`config.mk`:
```
export PLATFORM = sky130hd
export DESIGN_NAME = cdd_clock_dist
export DESIGN_NICKNAME = d
export VERILOG_FILES = /design/src/rtl/cdd_pkg.sv /design/src/rtl/cdd_clock_dist.sv /design/src/rtl/cdd_divider.sv
export SDC_FILE = /design/constraint.sdc
export NUM_CORES = 2
export LEC_CHECK = 0
export BUFFER_PORTS_ARGS = -buffer_cell sky130_fd_sc_hd__buf_2
export CAP_MARGIN = 20
export CORE_MARGIN = 1
export CORE_UTILIZATION = 32
export DETAILED_ROUTE_END_ITERATION = 12
export GPL_ROUTABILITY_DRIVEN = 0
export PLACE_DENSITY_LB_ADDON = 0.05
export SYNTH_ARGS = -nofsm -noshare
export SYNTH_HDL_FRONTEND = slang
export SYNTH_SLANG_ARGS = --single-unit
```
`constraint.sdc`:
```
create_clock -name pclk -period 4.03 [get_ports pclk]
set_input_delay 0.403 -clock pclk [delete_from_list [all_inputs] [get_ports pclk]]
set_output_delay 0.403 -clock pclk [all_outputs]
set_load 0.01 [all_outputs]
```
`src/rtl/cdd_pkg.sv`:
```
`default_nettype none
package cdd_pkg;

  // ************************************************************
  // sizes
  // ************************************************************
  localparam int unsigned NUM_PAIRS = 7;
  localparam int unsigned NUM_OUTS = 14;
  localparam int unsigned DCLK_DIV_W = 10;
  localparam int unsigned SREF_DIV_W = 13;
  localparam int unsigned LSREF_TAPS = 11;

  // ************************************************************
  // limits and counts
  // ************************************************************
  localparam logic [9:0] DCLK_DIV_MIN = 10'h001;
  localparam logic [9:0] DDLY_MIN = 10'h008;
  localparam logic [12:0] SREF_DIV_MIN = 13'h0008;
  localparam logic [3:0] LSREF_MIN = 4'h1;
  localparam logic [3:0] LSREF_MAX = 4'hb;
  localparam logic [2:0] PRESC_MIN = 3'h2;
  localparam logic [15:0] FBN_MIN = 16'h0001;

  // ************************************************************
  // register offsets (byte addresses)
  // ************************************************************
  localparam logic [7:0] CTRL_OFF = 8'h00;
  localparam logic [7:0] SREF_OFF = 8'h04;
  localparam logic [7:0] SYNC_DIS_OFF = 8'h08;
  localparam logic [7:0] STAT_SEL_OFF = 8'h0c;
  localparam logic [7:0] DYN_OFF = 8'h10;
  localparam logic [7:0] FBDIV_OFF = 8'h14;
  localparam logic [7:0] STATUS_OFF = 8'h18;
  localparam logic [2:0] PAIR_PAGE = 3'h1;

  // dynamic delay request fields
  localparam int unsigned DYN_STEPS_LSB = 0;
  localparam int unsigned DYN_HALF_BIT = 8;
  localparam int unsigned DYN_MASK_LSB = 16;

  // ************************************************************
  // reset values
  // ************************************************************
  localparam logic [31:0] CTRL_RST = 32'h0000_0000;
  localparam logic [31:0] SREF_RST = 32'h0000_0100;
  localparam logic [31:0] SYNC_DIS_RST = 32'h0000_0000;
  localparam logic [31:0] STAT_SEL_RST = 32'h0000_0341;
  localparam logic [31:0] FBDIV_RST = 32'h0001_0002;
  localparam logic [31:0] PAIR_RST = 32'h0408_0008;

  // ************************************************************
  // types
  // ************************************************************
  typedef enum logic [1:0] {ZD_OFF, ZD_CASCADED, ZD_NESTED} cdd_zd_mode_t;
  typedef enum logic [1:0] {FB_OUT6, FB_OUT8, FB_SYSREF, FB_EXTERNAL} cdd_fb_sel_t;
  typedef enum logic [1:0] {RB_OSC, RB_DCLK6, RB_DCLK8, RB_SYSREF} cdd_refbuf_sel_t;

  typedef struct packed {
    logic [20:0] pad;
    logic readback;
    logic [1:0] ref_sel;
    logic pin1_input;
    cdd_refbuf_sel_t refbuf;
    cdd_fb_sel_t fb;
    cdd_zd_mode_t zd;
    logic sync_soft;
  } cdd_ctrl_t;

  typedef struct packed {
    logic [2:0] pad_hi;
    logic [12:0] gddly;
    logic [2:0] pad_lo;
    logic [12:0] div;
  } cdd_sref_t;

  typedef struct packed {
    logic [15:0] n;
    logic [12:0] pad;
    logic [2:0] presc;
  } cdd_fbdiv_t;

  typedef struct packed {
    logic pad;
    logic half;
    logic [3:0] sref_ddly;
    logic [9:0] ddly;
    logic jesd;
    logic src_sref_odd;
    logic src_sref_even;
    logic sysref_on_even;
    logic bypass;
    logic dcc;
    logic [9:0] div;
  } cdd_pair_cfg_t;

endpackage
`default_nettype wire

```
`src/rtl/cdd_clock_dist.sv`:
```
// The implementer's own choices: the APB interface to the registers and the register addresses.
`timescale 1ns/100ps
`default_nettype none
module cdd_clock_dist
  import cdd_pkg::*;
(
  input wire logic pclk,
  input wire logic presetn,
  input wire logic [7:0] paddr,
  input wire logic psel,
  input wire logic penable,
  input wire logic pwrite,
  input wire logic [31:0] pwdata,
  input wire logic [3:0] pstrb,
  output logic [31:0] prdata,
  output logic pready,
  output logic pslverr,
  input wire logic sync_pin,
  input wire logic oscillator_reference_input,
  input wire logic first_loop_reference_input,
  input wire logic external_feedback_input,
  input wire logic loss_of_signal,
  input wire logic first_loop_lock,
  input wire logic second_loop_lock,
  input wire logic vtune_rail,
  input wire logic input_select_pin_one_i,
  output logic input_select_pin_one_o,
  output logic input_select_pin_one_oe,
  output logic input_select_pin_zero,
  output logic lock_status_pin_one,
  output logic lock_status_pin_two,
  output logic [1:0] active_input_select,
  output logic [NUM_OUTS-1:0] clk_out,
  output logic [NUM_OUTS-1:0] half_step_out,
  output logic reference_buffer_output,
  output logic second_loop_fb_out,
  output logic first_loop_fb_out
);

  // ************************************************************
  // pin resampling
  // ************************************************************
  logic [8:0] pin_s1;
  logic [8:0] pin_s2;
  wire [8:0] pin_raw = {input_select_pin_one_i, vtune_rail, second_loop_lock, first_loop_lock,
                        loss_of_signal, external_feedback_input, first_loop_reference_input,
                        oscillator_reference_input, sync_pin};

  always_ff @(posedge pclk or negedge presetn) begin
    if (!presetn) begin
      pin_s1 <= 9'h000;
      pin_s2 <= 9'h000;
    end else begin
      pin_s1 <= pin_raw;
      pin_s2 <= pin_s1;
    end
  end

  wire sync_s = pin_s2[0];
  wire osc_s = pin_s2[1];
  wire ext_fb_s = pin_s2[3];
  wire los_s = pin_s2[4];
  wire lock1_s = pin_s2[5];
  wire lock2_s = pin_s2[6];
  wire vtune_s = pin_s2[7];
  wire pin1_s = pin_s2[8];

  // ************************************************************
  // register file
  // ************************************************************
  cdd_ctrl_t ctrl;
  cdd_sref_t sref;
  cdd_fbdiv_t fbdiv;
  logic [7:0] sync_dis;
  logic [15:0] stat_sel;
  cdd_pair_cfg_t pair_cfg [NUM_PAIRS];
  logic [7:0] dyn_steps;
  logic [NUM_PAIRS-1:0] dyn_mask;
  logic [NUM_PAIRS-1:0] dyn_half_phase;
  logic [12:0] stall_cnt;
  logic sync_prev;
  logic [NUM_PAIRS-1:0] dclk_vec;
  logic sysref_raw;
  logic sref_wrap;

  function automatic logic [31:0] merge(input logic [31:0] old, input logic [31:0] nw,
                                        input logic [3:0] strb);
    logic [31:0] r;
    r = old;
    for (int b = 0; b < 4; b++) begin
      if (strb[b]) begin
        r[b*8 +: 8] = nw[b*8 +: 8];
      end
    end
    return r;
  endfunction

  wire access = psel & penable;
  wire wr = access & pready & pwrite;
  wire pair_hit = (paddr[7:5] == PAIR_PAGE) && (paddr[4:2] < 3'(NUM_PAIRS)) && (paddr[1:0] == 2'b00);
  wire [2:0] pair_idx = paddr[4:2];
  wire hit_ctrl = paddr == CTRL_OFF;
  wire hit_sref = paddr == SREF_OFF;
  wire hit_sdis = paddr == SYNC_DIS_OFF;
  wire hit_ssel = paddr == STAT_SEL_OFF;
  wire hit_dyn = paddr == DYN_OFF;
  wire hit_fbd = paddr == FBDIV_OFF;
  wire hit_stat = paddr == STATUS_OFF;
  wire mapped = hit_ctrl | hit_sref | hit_sdis | hit_ssel | hit_dyn | hit_fbd | hit_stat | pair_hit;
  wire dyn_wr = wr & hit_dyn;
  wire sync_hi = sync_s | ctrl.sync_soft;
  wire dyn_stall = stall_cnt != 13'h0000;

  wire [31:0] status_word = {19'h00000, dyn_steps, pin1_s, active_input_select,
                             dyn_stall, sync_hi};
  wire [31:0] dyn_word = {9'h000, dyn_mask, 7'h00, 1'b0, dyn_steps};
  wire [31:0] rd_val =
    hit_ctrl ? 32'(ctrl) :
    hit_sref ? 32'(sref) :
    hit_sdis ? {24'h000000, sync_dis} :
    hit_ssel ? {16'h0000, stat_sel} :
    hit_dyn ? dyn_word :
    hit_fbd ? 32'(fbdiv) :
    hit_stat ? status_word :
    pair_hit ? 32'(pair_cfg[pair_idx]) : 32'h0000_0000;

  // answer comes one cycle into the access phase
  always_ff @(posedge pclk or negedge presetn) begin
    if (!presetn) begin
      pready <= 1'b0;
      pslverr <= 1'b0;
      prdata <= 32'h0000_0000;
    end else begin
      pready <= access & ~pready;
      pslverr <= access & ~pready & ~mapped;
      prdata <= (access & ~pready & ~pwrite) ? rd_val : 32'h0000_0000;
    end
  end

  always_ff @(posedge pclk or negedge presetn) begin
    if (!presetn) begin
      ctrl <= cdd_ctrl_t'(CTRL_RST);
      sref <= cdd_sref_t'(SREF_RST);
      sync_dis <= SYNC_DIS_RST[7:0];
      stat_sel <= STAT_SEL_RST[15:0];
      fbdiv <= cdd_fbdiv_t'(FBDIV_RST);
    end else if (wr) begin
      if (hit_ctrl) ctrl <= cdd_ctrl_t'(merge(32'(ctrl), pwdata, pstrb));
      if (hit_sref) sref <= cdd_sref_t'(merge(32'(sref), pwdata, pstrb));
      if (hit_sdis && pstrb[0]) sync_dis <= pwdata[7:0];
      if (hit_ssel) stat_sel <= 16'(merge({16'h0000, stat_sel}, pwdata, pstrb));
      if (hit_fbd) fbdiv <= cdd_fbdiv_t'(merge(32'(fbdiv), pwdata, pstrb));
    end
  end

  // ************************************************************
  // sync and sysref divider
  // ************************************************************
  always_ff @(posedge pclk or negedge presetn) begin
    if (!presetn) begin
      sync_prev <= 1'b0;
    end else begin
      sync_prev <= sync_hi;
    end
  end

  wire sync_fall = sync_prev & ~sync_hi;

  cdd_divider #(.W(SREF_DIV_W)) u_sref_div (
    .pclk(pclk),
    .presetn(presetn),
    .hold(sync_hi & ~sync_dis[7]),
    .restart(sync_fall & ~sync_dis[7]),
    .stall(1'b0),
    .dcc(1'b0),
    .div(sref.div),
    .min_div(SREF_DIV_MIN),
    .delay(sref.gddly),
    .out(sysref_raw),
    .wrap(sref_wrap)
  );

  // ************************************************************
  // dynamic digital delay
  // ************************************************************
  wire [12:0] sref_half = sref.div >> 1;
  wire [12:0] stall_len = (sref.gddly > sref_half) ? 13'(sref.gddly - sref_half) : 13'h0001;

  // steps pace on sysref wraps; a held sysref divider stalls the queue
  // paced multi-step adjust
  always_ff @(posedge pclk or negedge presetn) begin
    if (!presetn) begin
      dyn_steps <= 8'h00;
      dyn_mask <= '0;
      dyn_half_phase <= '0;
      stall_cnt <= 13'h0000;
    end else if (dyn_wr) begin
      dyn_steps <= pwdata[DYN_STEPS_LSB +: 8];
      dyn_mask <= pwdata[DYN_MASK_LSB +: NUM_PAIRS];
      dyn_half_phase <= dyn_half_phase ^
                        (pwdata[DYN_MASK_LSB +: NUM_PAIRS] & {NUM_PAIRS{pwdata[DYN_HALF_BIT]}});
    end else if (!dyn_stall && dyn_steps != 8'h00 && sref_wrap) begin
      stall_cnt <= stall_len;
      dyn_steps <= dyn_steps - 8'h01;
    end else if (dyn_stall) begin
      stall_cnt <= stall_cnt - 13'h0001;
    end
  end

  // ************************************************************
  // output pairs
  // ************************************************************
  // seven paired dividers
  for (genvar p = 0; p < NUM_PAIRS; p++) begin : g_pair
    cdd_pair_cfg_t c;
    logic [9:0] ddly_shadow;
    logic [LSREF_TAPS-1:0] sr_pipe;
    logic dclk;
    assign c = pair_cfg[p];

    wire pwr = wr & pair_hit & (pair_idx == 3'(p));
    wire [9:0] ddly_eff = (c.ddly < DDLY_MIN) ? DDLY_MIN : c.ddly;
    wire dhold = sync_hi & ~sync_dis[p];
    wire [3:0] lsel = (c.sref_ddly < LSREF_MIN) ? LSREF_MIN :
                      (c.sref_ddly > LSREF_MAX) ? LSREF_MAX : c.sref_ddly;
    wire sref_loc = sr_pipe[4'(lsel - 4'h1)];
    wire even_sref = c.src_sref_even | (c.jesd & c.sysref_on_even);
    wire odd_sref = c.src_sref_odd | (c.jesd & ~c.sysref_on_even);
    wire even_src = even_sref ? sref_loc : (c.bypass | dclk);
    wire odd_src = odd_sref ? sref_loc : dclk;
    assign dclk_vec[p] = dclk;

    always_ff @(posedge pclk or negedge presetn) begin
      if (!presetn) begin
        pair_cfg[p] <= cdd_pair_cfg_t'(PAIR_RST);
      end else if (pwr) begin
        pair_cfg[p] <= cdd_pair_cfg_t'(merge(32'(pair_cfg[p]), pwdata, pstrb));
      end
    end

    always_ff @(posedge pclk or negedge presetn) begin
      if (!presetn) begin
        ddly_shadow <= PAIR_RST[25:16];
      end else if (dhold) begin
        ddly_shadow <= ddly_eff;
      end
    end

    cdd_divider #(.W(DCLK_DIV_W)) u_div (
      .pclk(pclk),
      .presetn(presetn),
      .hold(dhold),
      .restart(sync_fall & ~sync_dis[p]),
      .stall(dyn_stall & dyn_mask[p]),
      .dcc(c.dcc),
      .div(c.div),
      .min_div(DCLK_DIV_MIN),
      .delay({3'h0, ddly_shadow}),
      .out(dclk),
      .wrap()
    );

    always_ff @(posedge pclk or negedge presetn) begin
      if (!presetn) begin
        sr_pipe <= '0;
        clk_out[2*p] <= 1'b0;
        clk_out[2*p+1] <= 1'b0;
        half_step_out[2*p] <= 1'b0;
        half_step_out[2*p+1] <= 1'b0;
      end else begin
        sr_pipe <= {sr_pipe[LSREF_TAPS-2:0], sysref_raw};
        clk_out[2*p] <= even_src;
        clk_out[2*p+1] <= odd_src;
        // half-cycle shift itself is done in the output stage
        half_step_out[2*p] <= even_sref ? c.half : dyn_half_phase[p];
        half_step_out[2*p+1] <= odd_sref ? c.half : dyn_half_phase[p];
      end
    end
  end

  // ************************************************************
  // feedback and zero delay
  // ************************************************************
  logic fb_prev;
  logic [2:0] pre_cnt;
  logic [15:0] n_cnt;

  wire fb_cur = (ctrl.fb == FB_OUT6) ? clk_out[6] :
                (ctrl.fb == FB_OUT8) ? clk_out[8] :
                (ctrl.fb == FB_SYSREF) ? sysref_raw : ext_fb_s;
  wire fb_edge = fb_cur & ~fb_prev;
  wire fb_tick = (ctrl.zd == ZD_CASCADED) ? fb_edge : 1'b1;
  wire [2:0] presc = (fbdiv.presc < PRESC_MIN) ? PRESC_MIN : fbdiv.presc;
  wire [15:0] n_eff = (fbdiv.n < FBN_MIN) ? FBN_MIN : fbdiv.n;
  wire pre_wrap = fb_tick & (pre_cnt == 3'(presc - 3'h1));
  wire n_wrap = pre_wrap & (n_cnt == 16'(n_eff - 16'h0001));

  always_ff @(posedge pclk or negedge presetn) begin
    if (!presetn) begin
      fb_prev <= 1'b0;
      pre_cnt <= 3'h0;
      n_cnt <= 16'h0000;
      second_loop_fb_out <= 1'b0;
      first_loop_fb_out <= 1'b0;
    end else begin
      fb_prev <= fb_cur;
      if (fb_tick) pre_cnt <= pre_wrap ? 3'h0 : 3'(pre_cnt + 3'h1);
      if (pre_wrap) n_cnt <= n_wrap ? 16'h0000 : 16'(n_cnt + 16'h0001);
      // cascaded to second loop, nested to first
      second_loop_fb_out <= n_wrap;
      first_loop_fb_out <= (ctrl.zd == ZD_NESTED) & fb_edge;
    end
  end

  // ************************************************************
  // reference buffer and status pins
  // ************************************************************
  // reference buffer source
  wire refbuf_src = (ctrl.refbuf == RB_OSC) ? osc_s :
                    (ctrl.refbuf == RB_DCLK6) ? dclk_vec[3] :
                    (ctrl.refbuf == RB_DCLK8) ? dclk_vec[4] : sysref_raw;
  wire [15:0] stat_src = {6'h00, second_loop_fb_out, ctrl.readback, vtune_s, dclk_vec[3],
                          sysref_raw, lock1_s & lock2_s, lock2_s, lock1_s, los_s, 1'b0};
  wire [1:0] next_input_select = ctrl.pin1_input ? {1'b0, pin1_s} : ctrl.ref_sel;

  always_ff @(posedge pclk or negedge presetn) begin
    if (!presetn) begin
      reference_buffer_output <= 1'b0;
      input_select_pin_zero <= 1'b0;
      lock_status_pin_one <= 1'b0;
      lock_status_pin_two <= 1'b0;
      input_select_pin_one_o <= 1'b0;
      input_select_pin_one_oe <= 1'b0;
      active_input_select <= 2'h0;
    end else begin
      reference_buffer_output <= refbuf_src;
      input_select_pin_zero <= stat_src[stat_sel[3:0]];
      lock_status_pin_one <= stat_src[stat_sel[7:4]];
      lock_status_pin_two <= stat_src[stat_sel[11:8]];
      input_select_pin_one_o <= stat_src[stat_sel[15:12]];
      input_select_pin_one_oe <= ~ctrl.pin1_input;
      active_input_select <= next_input_select;
    end
  end

endmodule // cdd_clock_dist
`default_nettype wire

```
`src/rtl/cdd_divider.sv`:
```
`timescale 1ns/100ps
`default_nettype none
module cdd_divider
  import cdd_pkg::*;
#(
  parameter int unsigned W = 10
) (
  input wire logic pclk,
  input wire logic presetn,
  input wire logic hold,
  input wire logic restart,
  input wire logic stall,
  input wire logic dcc,
  input wire logic [W-1:0] div,
  input wire logic [W-1:0] min_div,
  input wire logic [12:0] delay,
  output logic out,
  output logic wrap
);

  logic [W-1:0] cnt;
  logic [12:0] dly;

  wire [W-1:0] eff = (div < min_div) ? min_div : div;
  wire [W:0] eff_up = {1'b0, eff} + {{W{1'b0}}, 1'b1};
  // odd ratios: correction rounds the high time up
  wire [W-1:0] high = dcc ? eff_up[W:1] : (eff >> 1);
  wire last = (cnt == W'(eff - {{(W-1){1'b0}}, 1'b1}));
  wire running = ~hold & (dly == 13'h0000);
  assign wrap = running & last & ~stall;

  // ************************************************************
  // counter
  // ************************************************************
  always_ff @(posedge pclk or negedge presetn) begin
    if (!presetn) begin
      cnt <= '0;
      dly <= 13'h0000;
      out <= 1'b0;
    end else if (hold) begin
      cnt <= '0;
      dly <= 13'h0000;
      out <= 1'b0;
    end else if (restart) begin
      // start phase waits out the delay so all edges line up
      cnt <= '0;
      dly <= delay;
      out <= 1'b0;
    end else if (dly != 13'h0000) begin
      dly <= dly - 13'h0001;
    end else if (!stall) begin
      cnt <= last ? '0 : W'(cnt + {{(W-1){1'b0}}, 1'b1});
      // ratio one: level high means full-rate clock passes
      out <= (eff == min_div && eff == {{(W-1){1'b0}}, 1'b1}) | (cnt < high);
    end
  end

endmodule // cdd_divider
`default_nettype wire

```
# Word-level counts from Yosys, hierarchy flattened
# Index checks and enable logic that the tools add are counted.
[op_classes]
add_sub_neg = 45
n_mul = 0
n_div = 0
magnitude_cmp = 53
n_eq_ne = 53
shift = 0
n_mux = 209
bitwise_logic = 123
reduce_logical = 84
[ops]
columns = ["operator", "n"]
rows = [
  ["10-bit 2-to-1 mux", 56],
  ["13-bit 2-to-1 mux", 32],
  ["32-bit 2-to-1 mux", 11],
  ["13-bit by 1-bit subtractor with 13-bit output (second input constant)", 10],
  ["13-bit nonzero test", 9],
  ["32-bit binary-select mux with 3-bit select", 1],
  ["10-bit by 1-bit adder with 11-bit output (second input constant)", 7],
  ["1-bit 2-to-1 mux", 77],
  ["2-bit AND reduction", 37],
  ["10-bit by 1-bit adder with 10-bit output (second input constant)", 7],
  ["10-bit by 1-bit == test with 1-bit output (second input constant)", 7],
  ["10-bit == test", 7],
  ["10-bit by 1-bit < comparator with 1-bit output (second input constant)", 7],
  ["10-bit < comparator", 7],
  ["10-bit by 4-bit < comparator with 1-bit output (second input constant)", 7],
  ["10-bit by 1-bit subtractor with 10-bit output (second input constant)", 7],
  ["1-bit bitwise AND", 60],
  ["4-bit 2-to-1 mux", 14],
  ["4-bit by 5-bit < comparator with 1-bit output (second input constant)", 11],
  ["1-bit binary-select mux with 4-bit select", 11],
  ["3-bit by 2-bit inequality test with 1-bit output (second input constant)", 14],
  ["3-bit AND reduction", 14],
  ["1-bit OR", 37],
  ["16-bit 2-to-1 mux", 2],
  ["other kinds (47)", 115],
]
[word_totals]
regBits = 832
latchBits = 0
ram_bits = 0
romBits = 0
inputBits = 58
out_inout_bits = 72
word_cells = 756
n_memories = 0

# Depth between registers and ports, before layout
[logic_depth]
ltp_word = 13
depth_mapped = 17
mapped_depth_nobuf = 16

# Hierarchy
# From an unflattened synthesis, not the netlist that was laid out.
[hier_totals]
cells_unflattened = 5596
hier_area_um2 = 51843.5
[by_module_without_submodules]
columns = ["mod", "instances", "cells_per_inst", "area_each_um2", "seq_area_each_um2"]
rows = [
  ["cdd_clock_dist", 1, 2401, 27655.3, 14282.4],
  ["cdd_divider at g_pair[0].u_div ...", 5, 382, 2904.0, 600.6],
  ["cdd_divider at u_sref_div", 1, 492, 3674.8, 675.6],
  ["cdd_divider at g_pair[5].u_div", 1, 391, 2999.1, 600.6],
  ["cdd_divider at g_pair[6].u_div", 1, 402, 2994.1, 600.6],
]

# Worst setup path after synthesis
# OpenSTA, ideal clock, no wires.
[synth_path]
kind = "register -> register"
from = "reg pair_cfg (netlist bit g_pair[4].c[6])"
to = "reg g_pair[4].u_div.cnt[8]"
setup_ns = 0.124
arrival_ns = 3.886
required_time_ns = 3.906
slack_ns = 0.020
path_stages_with_launch = 16
n_path_buf = 3
synth_period_minus_slack_ns = 4.010
path_cell_list = "dfrtp_1 -> clkbuf_1 -> or4_1 -> clkbuf_1 -> o41ai_1 -> inv_1 -> ha_1 -> or3b_2 -> nand2_1 -> a21oi_1 -> o2111ai_1 -> or4_1 -> nand4_1 -> clkbuf_1 -> nor2_1 -> a211o_1"
[synth_via]
elab_chain_len = 9
[synth_rtl]
columns = ["item", "line_no", "rtl"]
rows = [
  ["start: declaration", "cdd_clock_dist.sv:76", "cdd_pair_cfg_t pair_cfg [NUM_PAIRS];"],
  ["start signal: indexed assignment", "cdd_clock_dist.sv:235", "pair_cfg[p] <= cdd_pair_cfg_t'(PAIR_RST);"],
  ["start signal: indexed assignment", "cdd_clock_dist.sv:237", "pair_cfg[p] <= cdd_pair_cfg_t'(merge(32'(pair_cfg[p]), pwdata, pstrb));"],
  ["10-bit by 1-bit < comparator with 1-bit output", "cdd_divider.sv:24", "wire [W-1:0] eff = (div < min_div) ? min_div : div;"],
  ["10-bit 2-to-1 mux (*)", "cdd_divider.sv:24", ""],
  ["10-bit by 1-bit subtractor with 10-bit output (*)", "cdd_divider.sv:28", "wire last = (cnt == W'(eff - {{(W-1){1'b0}}, 1'b1}));"],
  ["10-bit == test (*)", "cdd_divider.sv:28", ""],
  ["10-bit 2-to-1 mux (*)", "cdd_divider.sv:52", "cnt <= last ? '0 : W'(cnt + {{(W-1){1'b0}}, 1'b1});"],
  ["10-bit 2-to-1 mux (*)", "cdd_divider.sv:51", "end else if (!stall) begin"],
  ["10-bit 2-to-1 mux (*)", "cdd_divider.sv:49", "end else if (dly != 13'h0000) begin"],
  ["10-bit 2-to-1 mux (*)", "cdd_divider.sv:44", "end else if (restart) begin"],
  ["10-bit 2-to-1 mux (*)", "cdd_divider.sv:40", "end else if (hold) begin"],
  ["end signal: assignment", "cdd_divider.sv:52", ""],
  ["end: declaration", "cdd_divider.sv:21", "logic [W-1:0] cnt;"],
]
# Every way passes the cells marked *; elsewhere a longest branch is shown, timed or not. The select of a mux whose other input is x is not followed.
# A chain may end at the register's enable or synchronous reset.

# Final worst setup path
[layout_path]
from = "reg sref[6] in the netlist's numbering"
to = "reg stall_cnt[5]"
[layout_via]
elab_chain_len = 8
elab_cells_between_ends = 12
cone_classes = "2 x add/sub; 2 x order compare; 1 x eq/ne; 3 x mux; 1 x bitwise; 3 x reduce/logical"
[layout_rtl]
columns = ["item", "line_no", "rtl"]
rows = [
  ["start: declaration", "cdd_clock_dist.sv:72", "cdd_sref_t sref;"],
  ["start signal: assignment", "cdd_clock_dist.sv:143", "sref <= cdd_sref_t'(SREF_RST);"],
  ["start signal: assignment", "cdd_clock_dist.sv:149", "if (hit_sref) sref <= cdd_sref_t'(merge(32'(sref), pwdata, pstrb));"],
  ["13-bit by 4-bit < comparator with 1-bit output", "cdd_divider.sv:24", ""],
  ["13-bit 2-to-1 mux", "cdd_divider.sv:24", ""],
  ["13-bit by 1-bit subtractor with 13-bit output", "cdd_divider.sv:28", ""],
  ["13-bit == test", "cdd_divider.sv:28", ""],
  ["1-bit bitwise AND", "cdd_divider.sv:30", "assign wrap = running & last & ~stall;"],
  ["1-bit logical AND", "cdd_clock_dist.sv:202", "end else if (!dyn_stall && dyn_steps != 8'h00 && sref_wrap) begin"],
  ["2-bit nonzero test (no line)", "-", ""],
  ["2-bit AND reduction (no line)", "-", ""],
  ["end signal: assignment", "cdd_clock_dist.sv:203", "stall_cnt <= stall_len;"],
  ["end signal: assignment", "cdd_clock_dist.sv:206", "stall_cnt <= stall_cnt - 13'h0001;"],
  ["end: declaration", "cdd_clock_dist.sv:80", "logic [12:0] stall_cnt;"],
]
# Several ways; a longest one is shown, not always the timed one.

==> results.sh <==
export IMPL_drive_gt1_share_pct=22.50
export IMPL_outcome="complete, but fails checks"
export IMPL_drtIter0Drc=2544
export IMPL_start_util_pct=32.34
export IMPL_end_kind="flip-flop"
export IMPL_num_nets_final=4671
export IMPL_min_path_cells=3
export IMPL_wl_per_cell_um=25.23
export IMPL_ys_seq_area_share_pct=44.28
export IMPL_ys_seq_elements=764
export IMPL_start_kind="flip-flop"
export IMPL_synthTopCellsByArea="dfrtp_1 42%, mux2_2 9.7%, ha_1 4.0%"
export IMPL_async_flop_share_pct=100.0
export IMPL_io_buffers=128
export IMPL_finClkSkew_ps=22.63
export IMPL_synth_cell_types=88
export IMPL_period_share_pct=94.51
export IMPL_route_vias_total=34150
export IMPL_setup_viol=0
export IMPL_avgSynthCellArea_um2=10.17
export IMPL_rows=134
export IMPL_remaining_drc_errors=18
export IMPL_maxSlewHeadroom_pct=38.35
export IMPL_r2r_slack_ps=220
export IMPL_finalPower_mw=22.19
export IMPL_fin_ws_ps=221.1
export IMPL_startpoint="sref[6]"
export IMPL_violations="design-rule violations"
export IMPL_ir_drop_mv=0.3467
export IMPL_grt_total_usage_pct=23.40
export IMPL_path_depth=15
export IMPL_path_cells="nor4_2, nand3_1, nand2_1, ha_1, buf_4, xnor2_1, or3_1, a21oi_1, o21bai_1, or4_1, buf_4, nor3_4, buf_12, nand2_1, o221a_2"
export IMPL_io_pins=130
export IMPL_cts_inserted_buffers=96
export IMPL_clkLatencyLatePin_ps=710
export IMPL_critical_path_class="reg2reg"
export IMPL_holdWs_ps=80.24
export IMPL_hold_viol=0
export IMPL_dp_slack_ps=20.49
export IMPL_required_ps=4630
export IMPL_p_leak_nw=23.15
export IMPL_dr_pass1_iters=11
export IMPL_ant_nets=0
export IMPL_regArea_mm2=0.01916
export IMPL_path_buf_inv=3
export IMPL_cp_max_fo=14
export IMPL_fin_cells=6327
export IMPL_reg2reg_from="sref[6]"
export IMPL_yosys_most_used_dff="dfrtp_1"
export IMPL_htree_levels=3
export IMPL_die_h_um=369.7
export IMPL_syn_nets=4453
export IMPL_dp_cells=6135
export IMPL_cp_arrival_ps=4410
export IMPL_crit_slowest_cell="or4_1"
export IMPL_yosys_area_top_type="dfrtp_1"
export IMPL_synth_commonest_cells="729 x dfrtp_1, 373 x mux2_2, 366 x nor2_1"
export IMPL_vias_per_cell=5.397
export IMPL_die_area_mm2=0.1367
export IMPL_cts_sinks=764
export IMPL_synth_edf_count=0
export IMPL_finalWirelength_um=159600
export IMPL_cp_top_family="simple AND/OR/NAND/NOR gates"
export IMPL_cts_tree="yes"
export IMPL_synth_top_area_share_pct=42.16
export IMPL_stdcell_area_mm2=0.05057
export IMPL_ys_warnings_count=0
export IMPL_slew_violations=0
export IMPL_critPathMaxStageDelay_ps=570
export IMPL_syn_area_mm2=0.04327
export IMPL_synth_cells=4256
export IMPL_grt_pass1_wl_um=237200
export IMPL_dpl_cell_area_mm2=0.04705
export IMPL_clockBufferDepth=3
export IMPL_worst_pin_slew_ps=921.4
export IMPL_grt_pass1_vias=34000
export IMPL_fill_cells=13410
export IMPL_ff2ff_path_depth=15
export IMPL_fp_dieW_um=369.7
export IMPL_gr_total_overflow=0
export IMPL_hold_class="in2reg"
export IMPL_drv_cap=0
export IMPL_core_area_mm2=0.1338
export IMPL_hold_start="pwdata[31]"
export IMPL_clkSlewWorstSetupHoldPaths_ps=60
export IMPL_powerDensity_mw_per_mm2=438.7
export IMPL_area_delta_synth_final_pct=16.88
export IMPL_max_freq_ghz=0.2625
export IMPL_cts_root_buf="clkbuf_16"
export IMPL_finalCriticalPeriod_ps=3809
export IMPL_synth_most_common_cell="dfrtp_1"
export IMPL_dp_hpwl_um=118100
export IMPL_antenna_found_initial=23
export IMPL_grt_max_degree=87
export IMPL_multi_input_area_mm2=0.02279
export IMPL_post_cts_buffers=0
layout make-up:
type                       instances  share of cell area [%]
tap                             1768                   4.374
antenna                            4                 0.01979
timing repair buffer             353                   4.980
sequential                       764                   37.89
clock buffer                     140                   5.534
clock inverter                    39                   1.205
multi-input combinational       3133                   45.06
inverter                         126                  0.9352
worst paths after layout:
check / end
setup / recovery: stall_cnt[5]
hold / removal: fbdiv[31]
setup reg to reg: stall_cnt[5]
hold reg to reg: pin_s2[0]
max in group asynchronous: g_pair[3].ddly_shadow[3]
min in group asynchronous: g_pair[4].u_div.cnt[9]
metal layers:
metal  track usage (%)  part of all wire (%)
met3             3.410                   4.9
met5                 0                 0.033
met4             5.706                   2.0
met1             34.78                    49
met2             35.38                    44
metrics by stage:
| stage | setup TNS [ps] | utilization (%) |
|---|---|---|
| after CTS | 0 | 37.78 |
| after floorplan | 0 | - |
| after global routing | -15.08 | 37.79 |
| final | 0 | 37.80 |
| after global placement | 0 | 35.16 |
| after detailed placement | 0 | 35.16 |
flip-flops by register name (all words and copies together) (netlist names), 11 cells and up:
signal / cells
g_pair.u_div.dly: 91
stall_cnt: 13
prdata: 32
u_sref_div.dly: 13
ctrl: 32
g_pair.c: 224
fbdiv: 32
g_pair.sr_pipe: 11
u_sref_div.cnt: 13
g_pair.u_div.cnt: 70
g_pair.ddly_shadow: 70
n_cnt: 16
clk_out: 14
sref: 32
half_step_out: 14
stat_sel: 16
worst register-to-register path: stages (launching register included):
cell and delay [ps]:
dfrtp_1 390, nor4_2 360, nand3_1 210, nand2_1 140, ha_1 170, buf_4 120, xnor2_1 100, or3_1 350
a21oi_1 200, o21bai_1 120, or4_1 570, buf_4 200, nor3_4 220, buf_12 170, nand2_1 90, o221a_2 300
power by group:
part | leakage (nW) | switching [mW] | internal, mW | total (mW)
sequential | 10.3 | 0.531 | 8.18 | 8.71
combinational | 11.2 | 2.42 | 1.66 | 4.08
clock | 1.67 | 3.68 | 5.72 | 9.40
total | 23.2 | 6.63 | 15.6 | 22.2
cell usage in the layout, fill, tap and decap left out, types with 68 or more instances in the layout:
master,instances
xnor2_1,153
nor2_1,363
buf_2,126
and3_1,68
o21ai_0,173
nor3_1,135
mux2i_1,74
clkbuf_16,97
a211oi_1,89
xor2_1,119
dfrtp_1,729
ha_1,138
nand3_1,82
nand2_1,353
a21oi_1,192
inv_1,125
buf_4,204
mux2_2,373
logic make-up (layout without fill, tap and decap cells):
logic type,count (synthesis),in the layout,share of synthesized area [%]
other cells,0,4,0
fa+ha+maj,139,139,4.037
compound gates,866,866,13.48
mux,502,502,14.23
buf+inv,359,658,3.184
flops,764,764,44.28
simple gates,1353,1353,15.23
xor+xnor,273,273,5.557
timing repair:
action                                  in CTS  in global routing
hold buffers                                 9                  0
gates resized for setup                      0                  5
endpoints found under the setup margin       0                 25
endpoints found under the hold margin       66                  0
Note: power is estimated with default switching activity, not from simulation.
